File: src/lse_pkg.sv
/*
 * lane scrambler and 8b/10b encoder: shared constants and helpers.
 * assumes one core clock; included by every design file of the block.
 */
// Operation
// - scramble data by xor with lfsr bit
// - reload transmit generator seed each frame start
// - generator polynomial x16+x5+x4+x3+1
// - seed is all ones, ffff hex
// - every byte becomes one ten-bit character
// - never more than five equal bits run
// - characters carry five, six or four ones
// - running disparity follows character weight
// - positive disparity sends four-ones variant
// - only twelve control codes beyond data
// - low five bits through 5b/6b stage
// - six-bit subcodes weigh 3/4/2, d07 special
// - unbalanced subcodes complementary, chosen by disparity
// - k28 gets dedicated first-stage handling
// - 3b/4b stage yields high nibble, new disparity
// - only fourteen defined nibbles are emitted
// - nibble form chosen by subcode disparity
// - alternate dxx.7 nibbles for listed inputs
package lse_pkg;

	////////////////////////////////////////////////////////////////
	// generator
	localparam int          LSE_LFSR_W   = 16;
	localparam logic [15:0] LSE_SEED     = 16'hFFFF;
	localparam logic [15:0] LSE_TAPS     = 16'h0039; // x5, x4, x3, x0 feedback
	localparam int          LSE_BYTE_W   = 8;

	////////////////////////////////////////////////////////////////
	// coding fields
	localparam logic        LSE_RD_NEG   = 1'b0;
	localparam logic        LSE_RD_POS   = 1'b1;
	localparam logic [4:0]  LSE_X07      = 5'h07;
	localparam logic [4:0]  LSE_X11      = 5'h0B;
	localparam logic [4:0]  LSE_X13      = 5'h0D;
	localparam logic [4:0]  LSE_X14      = 5'h0E;
	localparam logic [4:0]  LSE_X17      = 5'h11;
	localparam logic [4:0]  LSE_X18      = 5'h12;
	localparam logic [4:0]  LSE_X20      = 5'h14;
	localparam logic [4:0]  LSE_X23      = 5'h17;
	localparam logic [4:0]  LSE_X27      = 5'h1B;
	localparam logic [4:0]  LSE_X28      = 5'h1C;
	localparam logic [4:0]  LSE_X29      = 5'h1D;
	localparam logic [4:0]  LSE_X30      = 5'h1E;
	localparam logic [2:0]  LSE_Y3       = 3'h3;
	localparam logic [2:0]  LSE_Y7       = 3'h7;
	localparam logic [5:0]  LSE_K28_NEG  = 6'b001111;
	localparam logic [3:0]  LSE_ALT7_NEG = 4'b0111;
	localparam int          LSE_HALF6    = 3;
	localparam int          LSE_HALF4    = 2;

	// count of ones in a sub-code
	function automatic int lse_ones(input logic [5:0] v);
		int n;
		n = 0;
		for (int i = 0; i < 6; i++) begin
			n = n + int'(v[i]);
		end
		return n;
	endfunction

endpackage

File: src/lse_lfsr_if.sv
/*
 * carrier between the encoder top and its scrambling generator.
 * assumes both ends share sys_clk.
 */
`timescale 1ns/1ps
interface lse_lfsr_if;
	import lse_pkg::*;

	logic                  restart; // reload seed this cycle
	logic                  advance; // consume one byte of sequence
	logic [LSE_BYTE_W-1:0] mask;    // sequence byte for this cycle

	modport gen (input restart, input advance, output mask);
	modport user (output restart, output advance, input mask);
endinterface

File: src/lse_lfsr.sv
/*
 * sixteen-stage pseudo-random generator, eight bits per byte.
 * assumes the user asserts restart on frame start and advance per data byte.
 */
`timescale 1ns/1ps
module lse_lfsr
	import lse_pkg::*;
(
	// clock and reset
	input  wire logic sys_clk,
	input  wire logic resetn,
	// user side
	lse_lfsr_if.gen   lf
);

	logic [LSE_LFSR_W-1:0] state;
	logic [LSE_LFSR_W-1:0] base;
	logic [LSE_LFSR_W-1:0] next_state;
	logic [LSE_BYTE_W-1:0] bits;

	////////////////////////////////////////////////////////////////
	// eight serial steps, msb out first each step
	always_comb begin
		logic [LSE_LFSR_W-1:0] s;
		s    = '0;
		base = lf.restart ? LSE_SEED : state;
		s    = base;
		bits = '0;
		for (int i = 0; i < LSE_BYTE_W; i++) begin
			bits[i] = s[LSE_LFSR_W-1];
			s = {s[LSE_LFSR_W-2:0], 1'b0} ^ (s[LSE_LFSR_W-1] ? LSE_TAPS : '0);
		end
		next_state = s;
	end

	assign lf.mask = bits;

	////////////////////////////////////////////////////////////////
	// state held at seed out of reset; restart alone parks at seed
	always_ff @(posedge sys_clk) begin
		if (!resetn) begin
			state <= LSE_SEED;
		end else if (lf.advance) begin
			state <= next_state;
		end else if (lf.restart) begin
			state <= LSE_SEED;
		end
	end

endmodule

File: src/lse_encoder.sv
/*
 * lane coding top: frame-synchronous scrambler then 8b/10b encoder.
 * assumes framing logic on sys_clk delivers one byte per valid cycle;
 * the serialiser takes every character the cycle it is presented.
 */
`timescale 1ns/1ps
module lse_encoder
	import lse_pkg::*;
(
	// clock and reset
	input  wire logic       sys_clk,
	input  wire logic       resetn,
	// byte stream from framing
	input  wire logic       in_valid,
	input  wire logic [7:0] in_byte,
	input  wire logic       in_ctrl,
	input  wire logic       in_frame_start,
	input  wire logic       scramble_en,
	// character stream to serialiser
	output logic            out_valid,
	output logic [9:0]      out_char,
	output logic            out_rd,
	output logic            out_ctrl,
	output logic            out_frame_start,
	output logic            out_ctrl_err
);

	////////////////////////////////////////////////////////////////
	// 5b/6b table, form sent under negative running disparity
	function automatic logic [5:0] lse_sub6(input logic [4:0] x);
		logic [5:0] c;
		c = '0;
		case (x)
			5'h00: c = 6'b100111;
			5'h01: c = 6'b011101;
			5'h02: c = 6'b101101;
			5'h03: c = 6'b110001;
			5'h04: c = 6'b110101;
			5'h05: c = 6'b101001;
			5'h06: c = 6'b011001;
			5'h07: c = 6'b111000;
			5'h08: c = 6'b111001;
			5'h09: c = 6'b100101;
			5'h0A: c = 6'b010101;
			5'h0B: c = 6'b110100;
			5'h0C: c = 6'b001101;
			5'h0D: c = 6'b101100;
			5'h0E: c = 6'b011100;
			5'h0F: c = 6'b010111;
			5'h10: c = 6'b011011;
			5'h11: c = 6'b100011;
			5'h12: c = 6'b010011;
			5'h13: c = 6'b110010;
			5'h14: c = 6'b001011;
			5'h15: c = 6'b101010;
			5'h16: c = 6'b011010;
			5'h17: c = 6'b111010;
			5'h18: c = 6'b110011;
			5'h19: c = 6'b100110;
			5'h1A: c = 6'b010110;
			5'h1B: c = 6'b110110;
			5'h1C: c = 6'b001110;
			5'h1D: c = 6'b101110;
			5'h1E: c = 6'b011110;
			default: c = 6'b101011;
		endcase
		return c;
	endfunction

	////////////////////////////////////////////////////////////////
	// 3b/4b table, form sent after a negative sub-code disparity
	function automatic logic [3:0] lse_sub4(input logic [2:0] y, input logic k);
		logic [3:0] c;
		c = '0;
		case ({k, y})
			4'h0: c = 4'b1011;
			4'h1: c = 4'b1001;
			4'h2: c = 4'b0101;
			4'h3: c = 4'b1100;
			4'h4: c = 4'b1101;
			4'h5: c = 4'b1010;
			4'h6: c = 4'b0110;
			4'h7: c = 4'b1110;
			4'h8: c = 4'b1011;
			4'h9: c = 4'b0110;
			4'hA: c = 4'b1010;
			4'hB: c = 4'b1100;
			4'hC: c = 4'b1101;
			4'hD: c = 4'b0101;
			4'hE: c = 4'b1001;
			default: c = LSE_ALT7_NEG;
		endcase
		return c;
	endfunction

	////////////////////////////////////////////////////////////////
	// the twelve control characters the code space allows
	function automatic logic lse_k_ok(input logic [7:0] b);
		logic ok;
		ok = 1'b0;
		if (b[4:0] == LSE_X28) begin
			ok = 1'b1;
		end else if (b[7:5] == LSE_Y7) begin
			ok = (b[4:0] == LSE_X23) || (b[4:0] == LSE_X27) ||
			     (b[4:0] == LSE_X29) || (b[4:0] == LSE_X30);
		end
		return ok;
	endfunction

	lse_lfsr_if lf();

	logic       rd;
	logic [7:0] byte_s;
	logic [4:0] x5;
	logic [2:0] y3;
	logic       k_eff;
	logic [5:0] neg6;
	logic [5:0] code6;
	logic       unbal6;
	logic       rd6;
	logic [3:0] neg4;
	logic [3:0] code4;
	logic       unbal4;
	logic       alt7;
	logic       next_rd;
	logic       bad_k;

	////////////////////////////////////////////////////////////////
	// generator: reseeded on frame start, stepped per scrambled byte;
	// control characters pass clear so the receiver can find them
	assign lf.restart = in_valid && in_frame_start;
	assign lf.advance = in_valid && !in_ctrl && scramble_en;

	lse_lfsr u_lfsr (
		.sys_clk (sys_clk),
		.resetn  (resetn),
		.lf      (lf)
	);

	assign byte_s = lf.advance ? (in_byte ^ lf.mask) : in_byte;

	////////////////////////////////////////////////////////////////
	// an illegal control request is still sent, but coded as data, so
	// the line never carries a code outside the legal set
	assign bad_k = in_ctrl && !lse_k_ok(in_byte);
	assign k_eff = in_ctrl && !bad_k;
	assign x5    = byte_s[4:0];
	assign y3    = byte_s[7:5];

	////////////////////////////////////////////////////////////////
	// first stage: low five bits, flag and running disparity
	always_comb begin
		if (k_eff && (x5 == LSE_X28)) begin
			neg6 = LSE_K28_NEG;
		end else begin
			neg6 = lse_sub6(x5);
		end
		unbal6 = (lse_ones(neg6) != LSE_HALF6);
		// unbalanced pairs and d07 flip with positive disparity
		if ((unbal6 || (x5 == LSE_X07)) && (rd == LSE_RD_POS)) begin
			code6 = ~neg6;
		end else begin
			code6 = neg6;
		end
		rd6 = unbal6 ? ~rd : rd;
	end

	////////////////////////////////////////////////////////////////
	// second stage: high three bits against sub-code disparity
	always_comb begin
		alt7 = 1'b0;
		if (!k_eff && (y3 == LSE_Y7)) begin
			if (rd6 == LSE_RD_NEG) begin
				alt7 = (x5 == LSE_X17) || (x5 == LSE_X18) || (x5 == LSE_X20);
			end else begin
				alt7 = (x5 == LSE_X11) || (x5 == LSE_X13) || (x5 == LSE_X14);
			end
		end
		// alternate form breaks the run of five across the boundary
		neg4   = alt7 ? LSE_ALT7_NEG : lse_sub4(y3, k_eff);
		unbal4 = (lse_ones({2'b00, neg4}) != LSE_HALF4);
		// balanced x.3 and balanced control nibbles also flip
		if ((unbal4 || k_eff || (y3 == LSE_Y3)) && (rd6 == LSE_RD_POS)) begin
			code4 = ~neg4;
		end else begin
			code4 = neg4;
		end
		next_rd = unbal4 ? ~rd6 : rd6;
	end

	////////////////////////////////////////////////////////////////
	// running disparity, negative out of reset
	always_ff @(posedge sys_clk) begin
		if (!resetn) begin
			rd <= LSE_RD_NEG;
		end else if (in_valid) begin
			rd <= next_rd;
		end
	end

	////////////////////////////////////////////////////////////////
	// registered character stream, one byte in gives one character out
	always_ff @(posedge sys_clk) begin
		if (!resetn) begin
			out_valid       <= 1'b0;
			out_char        <= '0;
			out_rd          <= LSE_RD_NEG;
			out_ctrl        <= 1'b0;
			out_frame_start <= 1'b0;
			out_ctrl_err    <= 1'b0;
		end else begin
			out_valid       <= in_valid;
			out_frame_start <= in_valid && in_frame_start;
			out_ctrl_err    <= in_valid && bad_k;
			if (in_valid) begin
				out_char <= {code4, code6};
				out_rd   <= next_rd;
				out_ctrl <= k_eff;
			end
		end
	end

endmodule

File: config.mk
export PLATFORM = sky130hd
export DESIGN_NAME = lse_encoder
export DESIGN_NICKNAME = d
export VERILOG_FILES = /design/src/lse_pkg.sv /design/src/lse_lfsr_if.sv /design/src/lse_lfsr.sv /design/src/lse_encoder.sv
export SDC_FILE = /design/constraint.sdc
export NUM_CORES = 1
export LEC_CHECK = 0
export BUFFER_PORTS_ARGS = -buffer_cell sky130_fd_sc_hd__buf_2
export CAP_MARGIN = 20
export CORE_ASPECT_RATIO = 2
export CORE_MARGIN = 8
export CORE_UTILIZATION = 40
export DETAILED_ROUTE_END_ITERATION = 8
export GPL_ROUTABILITY_DRIVEN = 0
export GPL_TIMING_DRIVEN = 0
export SETUP_SLACK_MARGIN = 0.15
export SYNTH_ARGS = -nofsm -noshare
export SYNTH_HDL_FRONTEND = slang
export SYNTH_SLANG_ARGS = --single-unit
File: constraint.sdc
create_clock -name sys_clk -period 15.1 [get_ports sys_clk]
set_clock_uncertainty 0.05 [all_clocks]
set_input_delay 3.02 -clock sys_clk [delete_from_list [all_inputs] [get_ports sys_clk]]
set_output_delay 3.02 -clock sys_clk [all_outputs]
set_load 0.01 [all_outputs]
==> impl_summary.md <==
Synthesis
The async set-reset flop share out of synthesis is 0%. The predominant post-synthesis flop cell is sky130_fd_sc_hd__dfxtp_1. Each instance of the synthesized netlist takes up on average 7.761 sq um. The synthesized netlist occupies a cell area of 2445 sq um.

sky130_fd_sc_hd__nor2_1 is the most common cell in the netlist. The number of distinct library cells after synthesis is 57. The count of warnings emitted by yosys is 0. Sorting the synthesized cells by how often they occur yields sky130_fd_sc_hd__nor2_1, sky130_fd_sc_hd__nand2_1, sky130_fd_sc_hd__dfxtp_1. The proportion of netlist area held by the largest area contributor is 25.38%. Synthesis produced a netlist with a net count of 343.

The number of instances in the synthesized netlist is 315. Sequential elements use 25.38% of the synthesized area. The number of flops mapped to enable cells by yosys is 0. The top cell type by total area after synthesis is sky130_fd_sc_hd__dfxtp_1. Counting flops and latches in the post-synthesis netlist gives 31. Sorting the synthesized cells by area gives the leading types as sky130_fd_sc_hd__dfxtp_1, sky130_fd_sc_hd__xnor2_1, sky130_fd_sc_hd__a21oi_1, sky130_fd_sc_hd__xor2_1, sky130_fd_sc_hd__ha_1.

Hold path
The class of the tightest hold or removal check is flip-flop to flip-flop.

Clock network
The later pin in the worst-skew pair is clocked with a latency of 0.28 ns. The hold-fix buffer count after cts is 0. The clock net in this run drives a total of 31 sinks. The TritonCTS clock tree is done. The number of gates resized after CTS was 0. The H-tree was split into 2 levels. The clock transition time at the flip-flop clock pins of the worst setup and hold paths is 0.05 ns.

The largest buffer count on any clock path is 2. The library cell used as clock root buffer is sky130_fd_sc_hd__clkbuf_16. The number of setup buffers added after CTS is 0.

The number of buffers created by CTS is 5.

Floorplan
The effective utilization at floorplan is 41.05%. The chip height is 126.6 um. The number of cell rows is 40.

From left edge to right edge, the die measures 71.28 um. The top-level port count is 29. The core region is 5956 sq um. The area of the die is 9021 sq um.

Drt
The number of DRC markers after the initial detailed-route iteration is 126. The number of remaining DRC errors is 0. The wire length after detailed routing is 7031 um. Summing over every cut layer, the via total after detailed routing is 2388.

After detailed routing, the number of vias per cell comes to 5.810. After detailed routing, the average wire length per cell comes to 17.11 um. The number of search-and-repair iterations in the first detailed-routing pass is 4. The count of nets left with antenna violations once routing finished came out at 0.

Pwr
The analysis attributes to cell leakage a power of 0.001184 uW. In this run the power density over the cells is 122.8 nW/um^2. The worst supply voltage drop on vdd is 0.00005897 V.

GRT
The largest net degree at the start of global routing is 11. The overall global routing resource usage is 16.11%. The global-route wire length before repair is 11480 um. After global routing the overflow that remains totals 0. The initial antenna violation count is 0. The via count of the first global-routing pass came to 2391.

Timing
The count of final hold-check violations is 0. Headroom to the max-slew limit came out at 55.21%. The post-route fraction of the period consumed by the critical path is 68.75%.

Setup violations remaining at the end of the flow were counted as 0. The setup total negative slack is 0 ns. The worst hold slack after final layout is 0.4157 ns. The final critical path time including I/O delays and setup is 10.38 ns. Setup repair after global routing left no endpoint under its margin. Based on the critical path, the design can be clocked at up to 96.33 MHz.

The number of pins exceeding their max-slew limit in the final report is 0. At the pin with the least slew margin, the transition time is 0.6719 ns. After layout, the worst setup slack is 4.719 ns.

Flow run
The tool flagged a number of max-cap violations equal to 0.

Layout
The final net count is 376. Measured on the finished design, the core utilization comes to 47.23%. 0 antenna diodes ended up in the layout. Relative to the synthesized area, the layout overhead comes to 15.05%. The post-route netlist has 15.23% of its cells at a drive strength greater than 1.

Status
The run finished with clean final reports.

Setup path
The worst setup path is captured at a flip-flop. The largest stage delay on the critical path is 0.57 ns. The arrival time of data at the critical path endpoint is 10.53 ns.

The path type of the worst setup path is input pin to flip-flop. The cell type of the slowest stage on the worst timing path is sky130_fd_sc_hd__fa_1. STA classifies the critical path startpoint as an input pin.

The biggest fanout along the worst timing path is 10. The required arrival time at the worst endpoint is 15.25 ns.

Placement
Detailed placement finished with a half-perimeter wire length of 5677 um. Prior to clock tree synthesis, the placed netlist has a worst setup slack of 4.510 ns. The count of input and output buffers is 26.
## cells by family after synthesis
| group | count (synthesis) | synth area share, % |
|---|---|---|
| adder cells (fa/ha/maj) | 15 | 8.803 |
| XOR/XNOR | 35 | 12.85 |
| buffers and inverters | 26 | 4.452 |
| multiplexers | 1 | 0.4094 |
| flip-flops | 31 | 25.38 |
| AO/OA/AOI/OAI | 93 | 25.74 |
| AND/OR/NAND/NOR | 114 | 22.36 |
## critical path, delay by kind of cell
family	cells	cell delay (ns)
AOI/OAI and AO/OA	7	1.28
xor gates and xnor gates	3	0.95
and+or+nand+nor	7	1.69
buffers and inverters	5	0.79
adders and majority gates	8	2.79
## cell type report
| cell class | count | area [sq um] |
|---|---|---|
| fill | 617 | 3143 |
| multi-input combinational | 258 | 1715 |
| sequential | 31 | 620.6 |
| timing repair buffer | 26 | 130.1 |
| clock buffer | 6 | 128.9 |
| tap | 63 | 78.83 |
| buffer | 15 | 67.56 |
| inverter | 11 | 41.29 |
| clock inverter | 1 | 30.03 |
## final timing paths
kind,start,end,slack (ns),cells past startpoint
hold reg to reg,out_char[1],out_char[1],0.42,2
setup / recovery,in_ctrl,out_char[7],4.72,30
hold / removal,out_char[1],out_char[1],0.42,2
setup reg to reg,u_lfsr.state[15],out_char[7],7.40,29
## routing by layer
metal	GRT usage [%]	wire length (um)
met1	13.91	2486
met2	33.06	4163
met3	2.210	173
met4	8.529	208
met5	0	0
## flip-flops by register name, indices dropped and copies added, names as in the netlist
register / flops
out_valid: 1
u_lfsr.state: 16
out_rd: 1
out_ctrl_err: 1
out_frame_start: 1
out_char: 10
out_ctrl: 1
## metrics by stage
step | cells | total power [uW] | area (sq um)
6_report | 411 | 345.4 | 2813
5_1_grt | 411 | 369.3 | 2813
4_1_cts | 411 | 346.7 | 2813
3_5_place_dp | 404 | 235.0 | 2654
3_3_place_gp | 404 | 231.4 | 2654
2_1_floorplan | 315 | 198.6 | 2445
## layout by cell type, fill, tap and decap left out, drive strengths merged, types with 4 or more instances in the layout
cell	synthesis	layout
xor2	17	17
dfxtp	31	31
nor2	35	35
ha	10	10
xnor2	18	18
or3	5	5
a21oi	28	28
o21a	6	6
clkbuf	10	16
and3	5	5
nor3	9	9
inv	10	10
buf	5	31
o211ai	6	6
fa	4	4
nand3	17	17
nor4	4	4
nand2	32	32
o21ai	22	22
a211oi	7	7
## where the power goes
part	internal, uW	switching [uW]	total [uW]
Sequential	92.0	5.87	97.9
Combinational	54.3	81.2	136
Clock	76.8	35.1	112
Total	223	122	345
Note: power is estimated with default switching activity, not from simulation.
